File: src/rtl/crossbar_pkg.sv
// Constants, field layouts and carrier types of the crossbar and port block.
package crossbar_pkg;
  localparam int NUM_PINS = 23;
  localparam int NUM_SIG = 21;
  localparam int SIG_W = 5;
  localparam int PORT1_BASE = 8;
  localparam int PORT2_BASE = 16;
  localparam int P2_PINS = 7;

  localparam logic [7:0] ADDR_P1_LATCH = 8'h90;
  localparam logic [7:0] ADDR_P2_LATCH = 8'hA0;
  localparam logic [7:0] ADDR_P1_DRIVE = 8'hA5;
  localparam logic [7:0] ADDR_P1_SKIP = 8'hD5;
  localparam logic [7:0] ADDR_P2_SKIP = 8'hD6;
  localparam logic [7:0] ADDR_P2_MODE = 8'hF3;
  localparam logic [3:0] PAGE_BASE = 4'h0;
  localparam logic [3:0] PAGE_CONFIG = 4'hF;

  localparam logic [7:0] RST_LATCH = 8'hFF;
  localparam logic [7:0] RST_DRIVE = 8'h00;
  localparam logic [7:0] RST_SKIP = 8'h00;
  localparam logic [6:0] RST_MODE = 7'h7F;
  localparam logic MODE_RESERVED_READ = 1'b1;

  localparam int SEL_A_UART = 0;
  localparam int SEL_A_FIRST_SERIAL_PERIPH = 1;
  localparam int SEL_A_SMBUS = 2;
  localparam int SEL_A_SYSCLK = 3;
  localparam int SEL_A_CP0 = 4;
  localparam int SEL_A_CP0A = 5;
  localparam int SEL_B_PCA_LSB = 0;
  localparam int SEL_B_ECI = 3;
  localparam int SEL_B_T0 = 4;
  localparam int SEL_B_T1 = 5;
  localparam int SEL_C_SECOND_SERIAL_PERIPH = 0;
  localparam int SEL_C_CROSSBAR_ENABLE_BIT = 6;
  localparam logic [1:0] SSM_THREE_WIRE = 2'h0;

  localparam int SIG_UART_TX = 0;
  localparam int SIG_UART_RX = 1;
  localparam int SIG_SECOND_SERIAL_PERIPH_SCK = 2;
  localparam int SIG_SECOND_SERIAL_PERIPH_MISO = 3;
  localparam int SIG_SECOND_SERIAL_PERIPH_MOSI = 4;
  localparam int SIG_SECOND_SERIAL_PERIPH_NSS = 5;
  localparam int SIG_FIRST_SERIAL_PERIPH_SCK = 6;
  localparam int SIG_FIRST_SERIAL_PERIPH_MISO = 7;
  localparam int SIG_FIRST_SERIAL_PERIPH_MOSI = 8;
  localparam int SIG_FIRST_SERIAL_PERIPH_NSS = 9;
  localparam int SIG_SMB_SDA = 10;
  localparam int SIG_SMB_SCL = 11;
  localparam int SIG_CP0 = 12;
  localparam int SIG_CP0A = 13;
  localparam int SIG_SYSCLK = 14;
  localparam int SIG_CEX0 = 15;
  localparam int SIG_ECI = 18;
  localparam int SIG_T0 = 19;
  localparam int SIG_T1 = 20;

  typedef struct packed {
    logic wr;
    logic rd;
    logic [3:0] page;
    logic [7:0] addr;
    logic [7:0] wdata;
    logic bit_wr;
    logic [7:0] bit_addr;
    logic bit_val;
  } sfr_req_t;

  typedef struct packed {
    logic [7:0] select_a;
    logic [7:0] select_b;
    logic [7:0] select_c;
    logic [1:0] slave_select_mode_bits;
    logic second_four_wire;
  } xbar_cfg_t;

  typedef struct packed {
    logic [7:0] p1_latch;
    logic [7:0] p2_latch;
    logic [7:0] p1_drive;
    logic [7:0] p1_skip;
    logic [7:0] p2_skip;
    logic [6:0] p2_mode;
    logic [NUM_PINS-1:0] pin_meta;
    logic [NUM_PINS-1:0] pin_level;
    logic [NUM_PINS-1:0] pin_out;
    logic [NUM_PINS-1:0] pin_oe;
    logic [NUM_SIG-1:0] periph_in;
    logic [7:0] rdata;
  } port_state_t;

  localparam port_state_t ST_RESET = '{p1_latch: RST_LATCH, p2_latch: RST_LATCH, p1_drive: RST_DRIVE,
    p1_skip: RST_SKIP, p2_skip: RST_SKIP, p2_mode: RST_MODE, default: '0};

  // Returns {fixed, pin} for signals tied to one pin.
  function automatic logic [5:0] fixed_pin(input int s);
    case (s)
      SIG_UART_TX: fixed_pin = {1'b1, 5'h04};
      SIG_UART_RX: fixed_pin = {1'b1, 5'h05};
      SIG_SECOND_SERIAL_PERIPH_SCK: fixed_pin = {1'b1, 5'h08};
      SIG_SECOND_SERIAL_PERIPH_MISO: fixed_pin = {1'b1, 5'h09};
      SIG_SECOND_SERIAL_PERIPH_MOSI: fixed_pin = {1'b1, 5'h0A};
      SIG_SECOND_SERIAL_PERIPH_NSS: fixed_pin = {1'b1, 5'h0B};
      default: fixed_pin = 6'h00;
    endcase
  endfunction
endpackage

File: src/rtl/crossbar_allocator.sv
// Priority allocation of enabled peripheral signals to crossbar pins.
`timescale 1ns/1ps
module crossbar_allocator #(
  parameter int NPINS = crossbar_pkg::NUM_PINS,
  parameter int NSIG = crossbar_pkg::NUM_SIG,
  parameter int SW = crossbar_pkg::SIG_W
) (
  input wire logic [NSIG-1:0] sig_en,
  input wire logic [NPINS-1:0] skip,
  output logic [NPINS-1:0] owned,
  output logic [NPINS-1:0][SW-1:0] owner
);
  import crossbar_pkg::*;

  // Purely combinational, so the map follows every register change at once.
  always_comb
  begin
    logic found;
    logic [5:0] fx;
    owned = '0;
    owner = '0;
    found = 1'b0;
    fx = '0;
    // Fixed signals claim their pins first, independent of skip bits.
    for (int s = 0; s < NSIG; s++)
    begin
      fx = fixed_pin(s);
      if (sig_en[s] && fx[5])
      begin
        owned[fx[4:0]] = 1'b1;
        owner[fx[4:0]] = SW'(s);
      end
    end
    // The rest take the lowest free unskipped pin, in signal order.
    for (int s = 0; s < NSIG; s++)
    begin
      fx = fixed_pin(s);
      found = 1'b0;
      if (sig_en[s] && !fx[5])
      begin
        for (int p = 0; p < NPINS; p++)
        begin
          if (!found && !owned[p] && !skip[p])
          begin
            owned[p] = 1'b1;
            owner[p] = SW'(s);
            found = 1'b1;
          end
        end
      end
    end
  end
endmodule

File: src/rtl/priority_crossbar_port_io.sv
// Crossbar decoder with port 1 and port 2 registers and pin drivers.
// Behaviour
// - Selected peripheral functions reach pins in fixed priority order.
// - Only non-fixed functions need skip bit zero; fixed pins are taken regardless of skip.
// - Primary serial port, highest priority, gets pins P0.4 and P0.5.
// - Second serial interface comes next and gets P1.0 to P1.2.
// - Second serial interface in four-wire mode also gets P1.3.
// - Other functions take lowest free unskipped pins in descending priority.
// - Taken or skipped pins are passed over for the next free pin.
// - Output drivers stay off while crossbar enable is zero.
// - Routed SMBus pins are forced open-drain regardless of output mode.
// - First serial interface slave select is routed only in four-wire mode.
// - First serial interface wire mode shifts all lower priority pins.
// - Port write sets the latch; port read returns the pin level.
// - Port 1 data is bit addressable at 0x90 and resets to all ones.
// - Skip bit one excludes the pin from non-fixed functions; zero leaves it available.
// - Drive bit one selects high drive; zero selects low drive.
// - Port 2 mode bit zero disables pull-up and receiver, not driver.
// - Port 2 mode top bit reads one; software writes it one.
`timescale 1ns/1ps
module priority_crossbar_port_io (
  input wire logic clk,
  input wire logic rst_b,
  input wire crossbar_pkg::sfr_req_t sfr,
  input wire crossbar_pkg::xbar_cfg_t cfg,
  input wire logic [7:0] port0_latch,
  input wire logic [7:0] port0_skip,
  input wire logic [crossbar_pkg::NUM_PINS-1:0] pin_output_mode,
  input wire logic [crossbar_pkg::NUM_PINS-1:0] pin_in,
  input wire logic [crossbar_pkg::NUM_SIG-1:0] periph_out,
  input wire logic [crossbar_pkg::NUM_SIG-1:0] periph_oe,
  output logic [crossbar_pkg::NUM_PINS-1:0] pin_out,
  output logic [crossbar_pkg::NUM_PINS-1:0] pin_oe,
  output logic [crossbar_pkg::NUM_SIG-1:0] periph_in,
  output logic [7:0] p1_drive_high,
  output logic [6:0] p2_pullup_en,
  output logic [7:0] sfr_rdata
);
  import crossbar_pkg::*;

  logic [1:0] rst_sync;
  logic rst_n;
  port_state_t st;
  port_state_t nx;
  logic [NUM_SIG-1:0] sig_en;
  logic [NUM_PINS-1:0] skip_vec;
  logic [NUM_PINS-1:0] owned;
  logic [NUM_PINS-1:0][SIG_W-1:0] owner;
  logic [NUM_PINS-1:0] live;
  logic [NUM_PINS-1:0] gpio_val;
  logic xbar_on;
  logic first_serial_periph_four;

  always_ff @(posedge clk or negedge rst_b)
  begin
    if (!rst_b)
      rst_sync <= 2'b00;
    else
      rst_sync <= {rst_sync[0], 1'b1};
  end
  assign rst_n = rst_sync[1];

  assign xbar_on = cfg.select_c[SEL_C_CROSSBAR_ENABLE_BIT];
  assign first_serial_periph_four = cfg.slave_select_mode_bits != SSM_THREE_WIRE;
  assign skip_vec = {st.p2_skip[P2_PINS-1:0], st.p1_skip, port0_skip};
  assign gpio_val = {st.p2_latch[P2_PINS-1:0], st.p1_latch, port0_latch};
  // Analog port 2 pins have their digital receiver off and read low.
  assign live = st.pin_level & {st.p2_mode, {PORT2_BASE{1'b1}}};

  // Signal enables follow the current select and mode settings.
  always_comb
  begin
    sig_en = '0;
    sig_en[SIG_UART_TX] = cfg.select_a[SEL_A_UART];
    sig_en[SIG_UART_RX] = cfg.select_a[SEL_A_UART];
    sig_en[SIG_SECOND_SERIAL_PERIPH_SCK] = cfg.select_c[SEL_C_SECOND_SERIAL_PERIPH];
    sig_en[SIG_SECOND_SERIAL_PERIPH_MISO] = cfg.select_c[SEL_C_SECOND_SERIAL_PERIPH];
    sig_en[SIG_SECOND_SERIAL_PERIPH_MOSI] = cfg.select_c[SEL_C_SECOND_SERIAL_PERIPH];
    sig_en[SIG_SECOND_SERIAL_PERIPH_NSS] = cfg.select_c[SEL_C_SECOND_SERIAL_PERIPH] & cfg.second_four_wire;
    sig_en[SIG_FIRST_SERIAL_PERIPH_SCK] = cfg.select_a[SEL_A_FIRST_SERIAL_PERIPH];
    sig_en[SIG_FIRST_SERIAL_PERIPH_MISO] = cfg.select_a[SEL_A_FIRST_SERIAL_PERIPH];
    sig_en[SIG_FIRST_SERIAL_PERIPH_MOSI] = cfg.select_a[SEL_A_FIRST_SERIAL_PERIPH];
    sig_en[SIG_FIRST_SERIAL_PERIPH_NSS] = cfg.select_a[SEL_A_FIRST_SERIAL_PERIPH] & first_serial_periph_four;
    sig_en[SIG_SMB_SDA] = cfg.select_a[SEL_A_SMBUS];
    sig_en[SIG_SMB_SCL] = cfg.select_a[SEL_A_SMBUS];
    sig_en[SIG_CP0] = cfg.select_a[SEL_A_CP0];
    sig_en[SIG_CP0A] = cfg.select_a[SEL_A_CP0A];
    sig_en[SIG_SYSCLK] = cfg.select_a[SEL_A_SYSCLK];
    for (int k = 0; k < 3; k++)
      sig_en[SIG_CEX0 + k] = cfg.select_b[SEL_B_PCA_LSB +: 2] > 2'(k);
    sig_en[SIG_ECI] = cfg.select_b[SEL_B_ECI];
    sig_en[SIG_T0] = cfg.select_b[SEL_B_T0];
    sig_en[SIG_T1] = cfg.select_b[SEL_B_T1];
  end

  // Map is rebuilt from live register contents every cycle.
  crossbar_allocator #(
    .NPINS(NUM_PINS),
    .NSIG(NUM_SIG),
    .SW(SIG_W)
  ) u_alloc (
    .sig_en(sig_en),
    .skip(skip_vec),
    .owned(owned),
    .owner(owner)
  );

  always_comb
  begin
    logic od;
    logic val;
    logic drv;
    nx = st;
    od = 1'b0;
    val = 1'b0;
    drv = 1'b0;
    // Pin inputs cross two flip-flops before any use.
    nx.pin_meta = pin_in;
    nx.pin_level = st.pin_meta;
    if (sfr.wr)
    begin
      unique case (sfr.addr)
        ADDR_P1_LATCH: nx.p1_latch = sfr.wdata;
        ADDR_P2_LATCH: nx.p2_latch = sfr.wdata;
        ADDR_P1_DRIVE:
        begin
          if (sfr.page == PAGE_CONFIG)
            nx.p1_drive = sfr.wdata;
        end
        ADDR_P1_SKIP:
        begin
          if (sfr.page == PAGE_BASE)
            nx.p1_skip = sfr.wdata;
        end
        ADDR_P2_SKIP:
        begin
          if (sfr.page == PAGE_BASE)
            nx.p2_skip = sfr.wdata;
        end
        ADDR_P2_MODE:
        begin
          if (sfr.page == PAGE_BASE)
            nx.p2_mode = sfr.wdata[6:0];
        end
        default: nx.p1_latch = st.p1_latch;
      endcase
    end
    // Single-bit writes reach the port latches on every page.
    if (sfr.bit_wr && sfr.bit_addr[7:3] == ADDR_P1_LATCH[7:3])
      nx.p1_latch[sfr.bit_addr[2:0]] = sfr.bit_val;
    if (sfr.bit_wr && sfr.bit_addr[7:3] == ADDR_P2_LATCH[7:3])
      nx.p2_latch[sfr.bit_addr[2:0]] = sfr.bit_val;
    if (sfr.rd)
    begin
      unique case (sfr.addr)
        ADDR_P1_LATCH: nx.rdata = live[PORT1_BASE +: 8];
        ADDR_P2_LATCH: nx.rdata = {st.p2_latch[7], live[PORT2_BASE +: P2_PINS]};
        ADDR_P1_DRIVE: nx.rdata = (sfr.page == PAGE_CONFIG) ? st.p1_drive : 8'h00;
        ADDR_P1_SKIP: nx.rdata = (sfr.page == PAGE_BASE) ? st.p1_skip : 8'h00;
        ADDR_P2_SKIP: nx.rdata = (sfr.page == PAGE_BASE) ? st.p2_skip : 8'h00;
        ADDR_P2_MODE: nx.rdata = (sfr.page == PAGE_BASE) ? {MODE_RESERVED_READ, st.p2_mode} : 8'h00;
        default: nx.rdata = 8'h00;
      endcase
    end
    nx.periph_in = '0;
    for (int p = 0; p < NUM_PINS; p++)
    begin
      if (owned[p])
      begin
        val = periph_out[owner[p]];
        od = !pin_output_mode[p] || owner[p] == SIG_W'(SIG_SMB_SDA) || owner[p] == SIG_W'(SIG_SMB_SCL);
        drv = od ? !val : periph_oe[owner[p]];
        nx.periph_in[owner[p]] = live[p];
      end
      else
      begin
        val = gpio_val[p];
        od = !pin_output_mode[p];
        drv = od ? !val : 1'b1;
      end
      nx.pin_out[p] = od ? 1'b0 : val;
      nx.pin_oe[p] = xbar_on & drv;
    end
  end

  always_ff @(posedge clk or negedge rst_n)
  begin
    if (!rst_n)
      st <= ST_RESET;
    else
      st <= nx;
  end

  assign pin_out = st.pin_out;
  assign pin_oe = st.pin_oe;
  assign periph_in = st.periph_in;
  assign p1_drive_high = st.p1_drive;
  assign p2_pullup_en = st.p2_mode;
  assign sfr_rdata = st.rdata;
endmodule

File: config.mk
export PLATFORM = sky130hd
export DESIGN_NAME = priority_crossbar_port_io
export DESIGN_NICKNAME = d
export VERILOG_FILES = /design/src/rtl/crossbar_pkg.sv /design/src/rtl/crossbar_allocator.sv /design/src/rtl/priority_crossbar_port_io.sv
export SDC_FILE = /design/constraint.sdc
export NUM_CORES = 2
export LEC_CHECK = 0
export BUFFER_PORTS_ARGS = -buffer_cell sky130_fd_sc_hd__buf_2
export CAP_MARGIN = 15
export CORE_MARGIN = 2
export CORE_UTILIZATION = 55
export CTS_CLUSTER_DIAMETER = 80
export DETAILED_ROUTE_END_ITERATION = 6
export PLACE_DENSITY_LB_ADDON = 0.08
export SETUP_SLACK_MARGIN = 0.5
export SYNTH_ARGS = -nofsm -noshare
export SYNTH_HDL_FRONTEND = slang
export SYNTH_SLANG_ARGS = --single-unit
File: constraint.sdc
create_clock -name clk -period 5.38 [get_ports clk]
set_input_delay 1.076 -clock clk [delete_from_list [all_inputs] [get_ports clk]]
set_output_delay 1.076 -clock clk [all_outputs]
set_load 0.01 [all_outputs]
==> flow_summary.ini, run 1 <==
[outcome]
outcome = aborted with a tool error
flow.stopped_at = global routing (5_1_grt)
error = [ERROR GRT-0232] Routing congestion too high. Check the congestion heatmap in the GUI.

[die]
fp-row-count = 86
die_x_um = 240
die_h_um = 240
ios = 255
initial_utilization_pct = 55.6

[synth]
seq_area_frac_synth_pct = 14.0
synth.area.top_cells = dfrtp_1 12%, mux2i_1 7.8%, nand2_1 5.7%
synthesis.area_um2 = 30600
yosysTopAreaCellShare_pct = 12.0
synthFlopType = dfrtp_1
async_flop_share_pct = 100
synth.cells.most_frequent = 466 x nand2_1, 438 x nor2_1, 340 x a21oi_1, 284 x o21ai_0, 239 x mux2i_1
syn_avg_cell_area_um2 = 7.10
ys_ff_latch = 170
postSynthCellCount = 4304
yosysTopAreaCell = dfrtp_1
syn-num-nets = 4469
synth_edf_count = 0
yosys.cell_count.top_type = nand2_1
synth_warnings = 0
yosysUniqueCellTypes = 123

[clock_network]
htreeDepth = 4
max-clock-path-buffers = 2
hold_buffers = 0
cts_sinks = 170
cts_buffers = 17
cts-root-buf = clkbuf_16

[placement]
dpl_cell_area_um2 = 42600
dp_hpwl_um = 127000
gp_congestion = 1.13
port_buffers = 243

[global_routing]
grtUsageTotal_pct = 88.2
grt_max_degree = 116
grt-ovfl-total = 959
==> per-layer routing <==
| layer | GRT overflow | global-route usage, % |
|---|---|---|
| met1 | 158 | 90.0 |
| met2 | 451 | 98.8 |
| met3 | 117 | 77.9 |
| met4 | 218 | 82.4 |
| met5 | 15 | 63.8 |
==> cells by family after synthesis <==
kind of cell,after synthesis,share of synthesized area [%]
compound gates,1573,36.1
xor+xnor,14,0.401
fa+ha+maj,41,1.35
buf+inv,466,7.17
flops,170,14.0
mux,412,15.5
other cells,1,0.0123
simple gates,1627,25.4
==> stage by stage <==
| stage | instances | utilization, % | worst slack [ps] | hold WS, ps |
|---|---|---|---|---|
| floorplan | 4304 | - | -3030 | 331 |
| global placement | 6385 | 77.4 | -3420 | 332 |
| detailed placement | 6385 | 77.4 | -3530 | 335 |
| CTS | 6609 | 86.3 | -2480 | 309 |
==> repair_timing <==
item / CTS
pin swaps: 199
buffers inserted: 188
cloned: 4
resized for setup: 644
endpoints found under the setup margin: 58
==> run 2, diff against run 1 <==
Settings changed: CORE_UTILIZATION 55 to 40, CTS_CLUSTER_DIAMETER 80 to unset, PLACE_DENSITY_LB_ADDON 0.08 to 0.15, SETUP_SLACK_MARGIN 0.5 to unset.
Clock period 5.38 ns to 7 ns, I/O delays scaled along.
==> flow_summary.ini, run 2 <==
[outcome]
outcome = finished with violations
violations = setup timing

[finish]
fin_util_pct = 61.1
layout_commonest_cell = buf_4
num_antenna_cells = 0
final_cell_mix = 1501 x buf_4, 448 x nand2_1, 403 x nor2_1
area_growth_pct = 51.6
fin_area_um2 = 46300
fin_nets = 5902
fill_cells = 7207
largest_reg_flops = 25
drive_above_1_share_pct = 44.1
top_register = st

[drt]
route.detailed.drc = 0
wl_per_cell_um = 26.3
ant_nets = 0
wl_um = 177000
drtIter0Drc = 5562
avgViaCountPerCell = 6.44
vias = 43300
dr.pass1.iters = 7

[pwr]
seqPwrFrac_pct = 17.6
power.switching_uw = 3040
p_sw_share_pct = 46.3
power_frac_clock_pct = 17.5
static-leakage-power_uw = 0.0206
max-vdd-ir-drop_uv = 164
powerDensity_nw_per_um2 = 142
p_int_uw = 3530
comb_power_share_pct = 64.8
power_uw = 6570

[sta]
rsz0062_at_grt = yes
period_share_pct = 119
finalMaxSlewViolations = 0
setup_viol = 35
hold_slack_ps = 324
fmax_ghz = 0.120
worst_pin_slew_ps = 1110
fin_crit_ps = 8350
hold_violations = 0
fin_ws_ps = -1350
finClkSkew_ps = 35.7
slew_headroom_pct = 25.8

[synth]
yosysTopAreaCell = dfrtp_1
postSynthCellCount = 4304
synthFlopType = dfrtp_1
synth-compound-area-share_pct = 36.1
synth.area.top_cells = dfrtp_1 12%, mux2i_1 7.8%, nand2_1 5.7%
ys_ff_latch = 170
seq_area_frac_synth_pct = 14.0
syn_avg_cell_area_um2 = 7.10
synth_top_family_by_area = compound AO/OA/AOI/OAI gates
synth_xor_area_share_pct = 0.401
yosys.cell_count.top_type = nand2_1
synth_edf_count = 0
synthSimpleGateAreaFrac_pct = 25.4
synthesis.area_um2 = 30600
syn-num-nets = 4469
synth_fa_ha_area_share_pct = 1.36
async_flop_share_pct = 100
yosysTopAreaCellShare_pct = 12.0
yosysUniqueCellTypes = 123
synthMuxAreaShare_pct = 15.5
synth_warnings = 0
synth.cells.most_frequent = 466 x nand2_1, 438 x nor2_1, 340 x a21oi_1, 284 x o21ai_0, 239 x mux2i_1

[global_routing]
antenna_found_initial = 2
grt_max_degree = 67
grt_first_pass_wirelength_um = 255000
grt_pass1_vias = 39800
grt-ovfl-total = 0
grtUsageTotal_pct = 43.3

[placement]
pre_cts_slack_ps = -2260
gp_congestion = 1.00
port_buffers = 243
dpl_cell_area_um2 = 42500
dp_hpwl_um = 136000

[critical_path]
cp_max_fo = 8
worstPathRequired_ps = 7420
end_kind = register
slowest_delay_ps = 570
criticalPathCategory = in2reg
critPathLaunchType = input port
cpMaxStageDelayCell = or4_4
arrival_ps = 8770

[die]
ios = 255
core_area_um2 = 75800
die_x_um = 280
fp-row-count = 101
initial_utilization_pct = 40.3
die_h_um = 280
die_area_um2 = 78600

[flow_run]
cap_viol_max_count = 0

[clock_network]
max-clock-path-buffers = 2
worstSkewPairLatency_ps = 530
cts_buffers = 17
cts-root-buf = clkbuf_16
cts_sinks = 170
path_clk_slew_ps = 120
htreeDepth = 4
cts_tree = yes
hold_buffers = 0

[min_path]
hold_path_class = reg2reg
[run 2: layout make-up]
| type | count | area (um2) | share of cell area [%] |
|---|---|---|---|
| Clock buffer | 17 | 425 | 0.918 |
| Clock inverter | 15 | 209 | 0.451 |
| Inverter | 63 | 238 | 0.513 |
| Multi-Input combinational cell | 3669 | 26400 | 57.0 |
| Sequential cell | 170 | 4290 | 9.25 |
| Tap cell | 978 | 1220 | 2.64 |
| Timing Repair Buffer | 1816 | 13500 | 29.2 |
[run 2: worst paths after layout]
path / from / endpoint / slack [ps] / depth (start not counted)
worst max-delay path: port0_skip[2] / pin_oe[22] / -1350 / 32
worst min-delay path: nx[83] / st[83] / 320 / 0
worst max register to register: skip_vec[8] / pin_oe[22] / -480 / 30
worst min register to register: nx[83] / st[83] / 320 / 0
max in group asynchronous: rst_sync[1] / pin_out[1] / 5170 / 1
min in group asynchronous: rst_sync[1] / nx[96] / 440 / 0
[run 2: power by group through the flow]
| stage | Combinational (uW) | Sequential [uW] | Clock (uW) |
|---|---|---|---|
| 2_1_floorplan | 2140 | 1130 | 0 |
| 3_3_place_gp | 3790 | 1170 | 0 |
| 3_5_place_dp | 3810 | 1170 | 0 |
| 4_1_cts | 3960 | 1150 | 1170 |
| 5_1_grt | 4500 | 1160 | 1190 |
| 6_report | 4260 | 1160 | 1150 |
[run 2: through the flow]
stage | TNS (ps) | instances
floorplan | -42500 | 4304
global placement | -60190 | 6562
detailed placement | -62330 | 6562
CTS | -24120 | 6689
global route | -38150 | 6728
finish | -28670 | 6728
[run 2: worst max-delay path: cells and delay by family]
family	cells	cell delay [ps]
AO/OA/AOI/OAI	11	2930
XOR/XNOR	1	150
adder cells (fa/ha/maj)	2	720
buffers and inverters	6	860
multiplexers	2	370
AND/OR/NAND/NOR	10	2330
[run 2: metal layers]
layer / vias up / global-route usage [%] / wire length [um]
met2: 2675 / 59.7 / 68800
met4: 4 / 15.6 / 7260
met3: 428 / 14.4 / 24500
met1: 20800 / 61.8 / 76400
met5: - / 0 / 27
li1: 19400 / - / -
[run 2: cells by family (layout without fill, tap and decap cells)]
| group | after synthesis | in the layout |
|---|---|---|
| and+or+nand+nor | 1627 | 1627 |
| AOI/OAI and AO/OA | 1573 | 1574 |
| buffers and inverters | 466 | 1911 |
| muxes | 412 | 412 |
| DFF | 170 | 170 |
| adders and majority gates | 41 | 41 |
| xor gates and xnor gates | 14 | 14 |
| other | 1 | 1 |
[run 2: what timing repair did]
item	CTS	global route
cloned	4	1
setup endpoints to repair	38	43
buffers inserted	92	36
resized for setup	272	231
pin swaps	91	77
No activity file was read; power rests on OpenSTA's default activity.
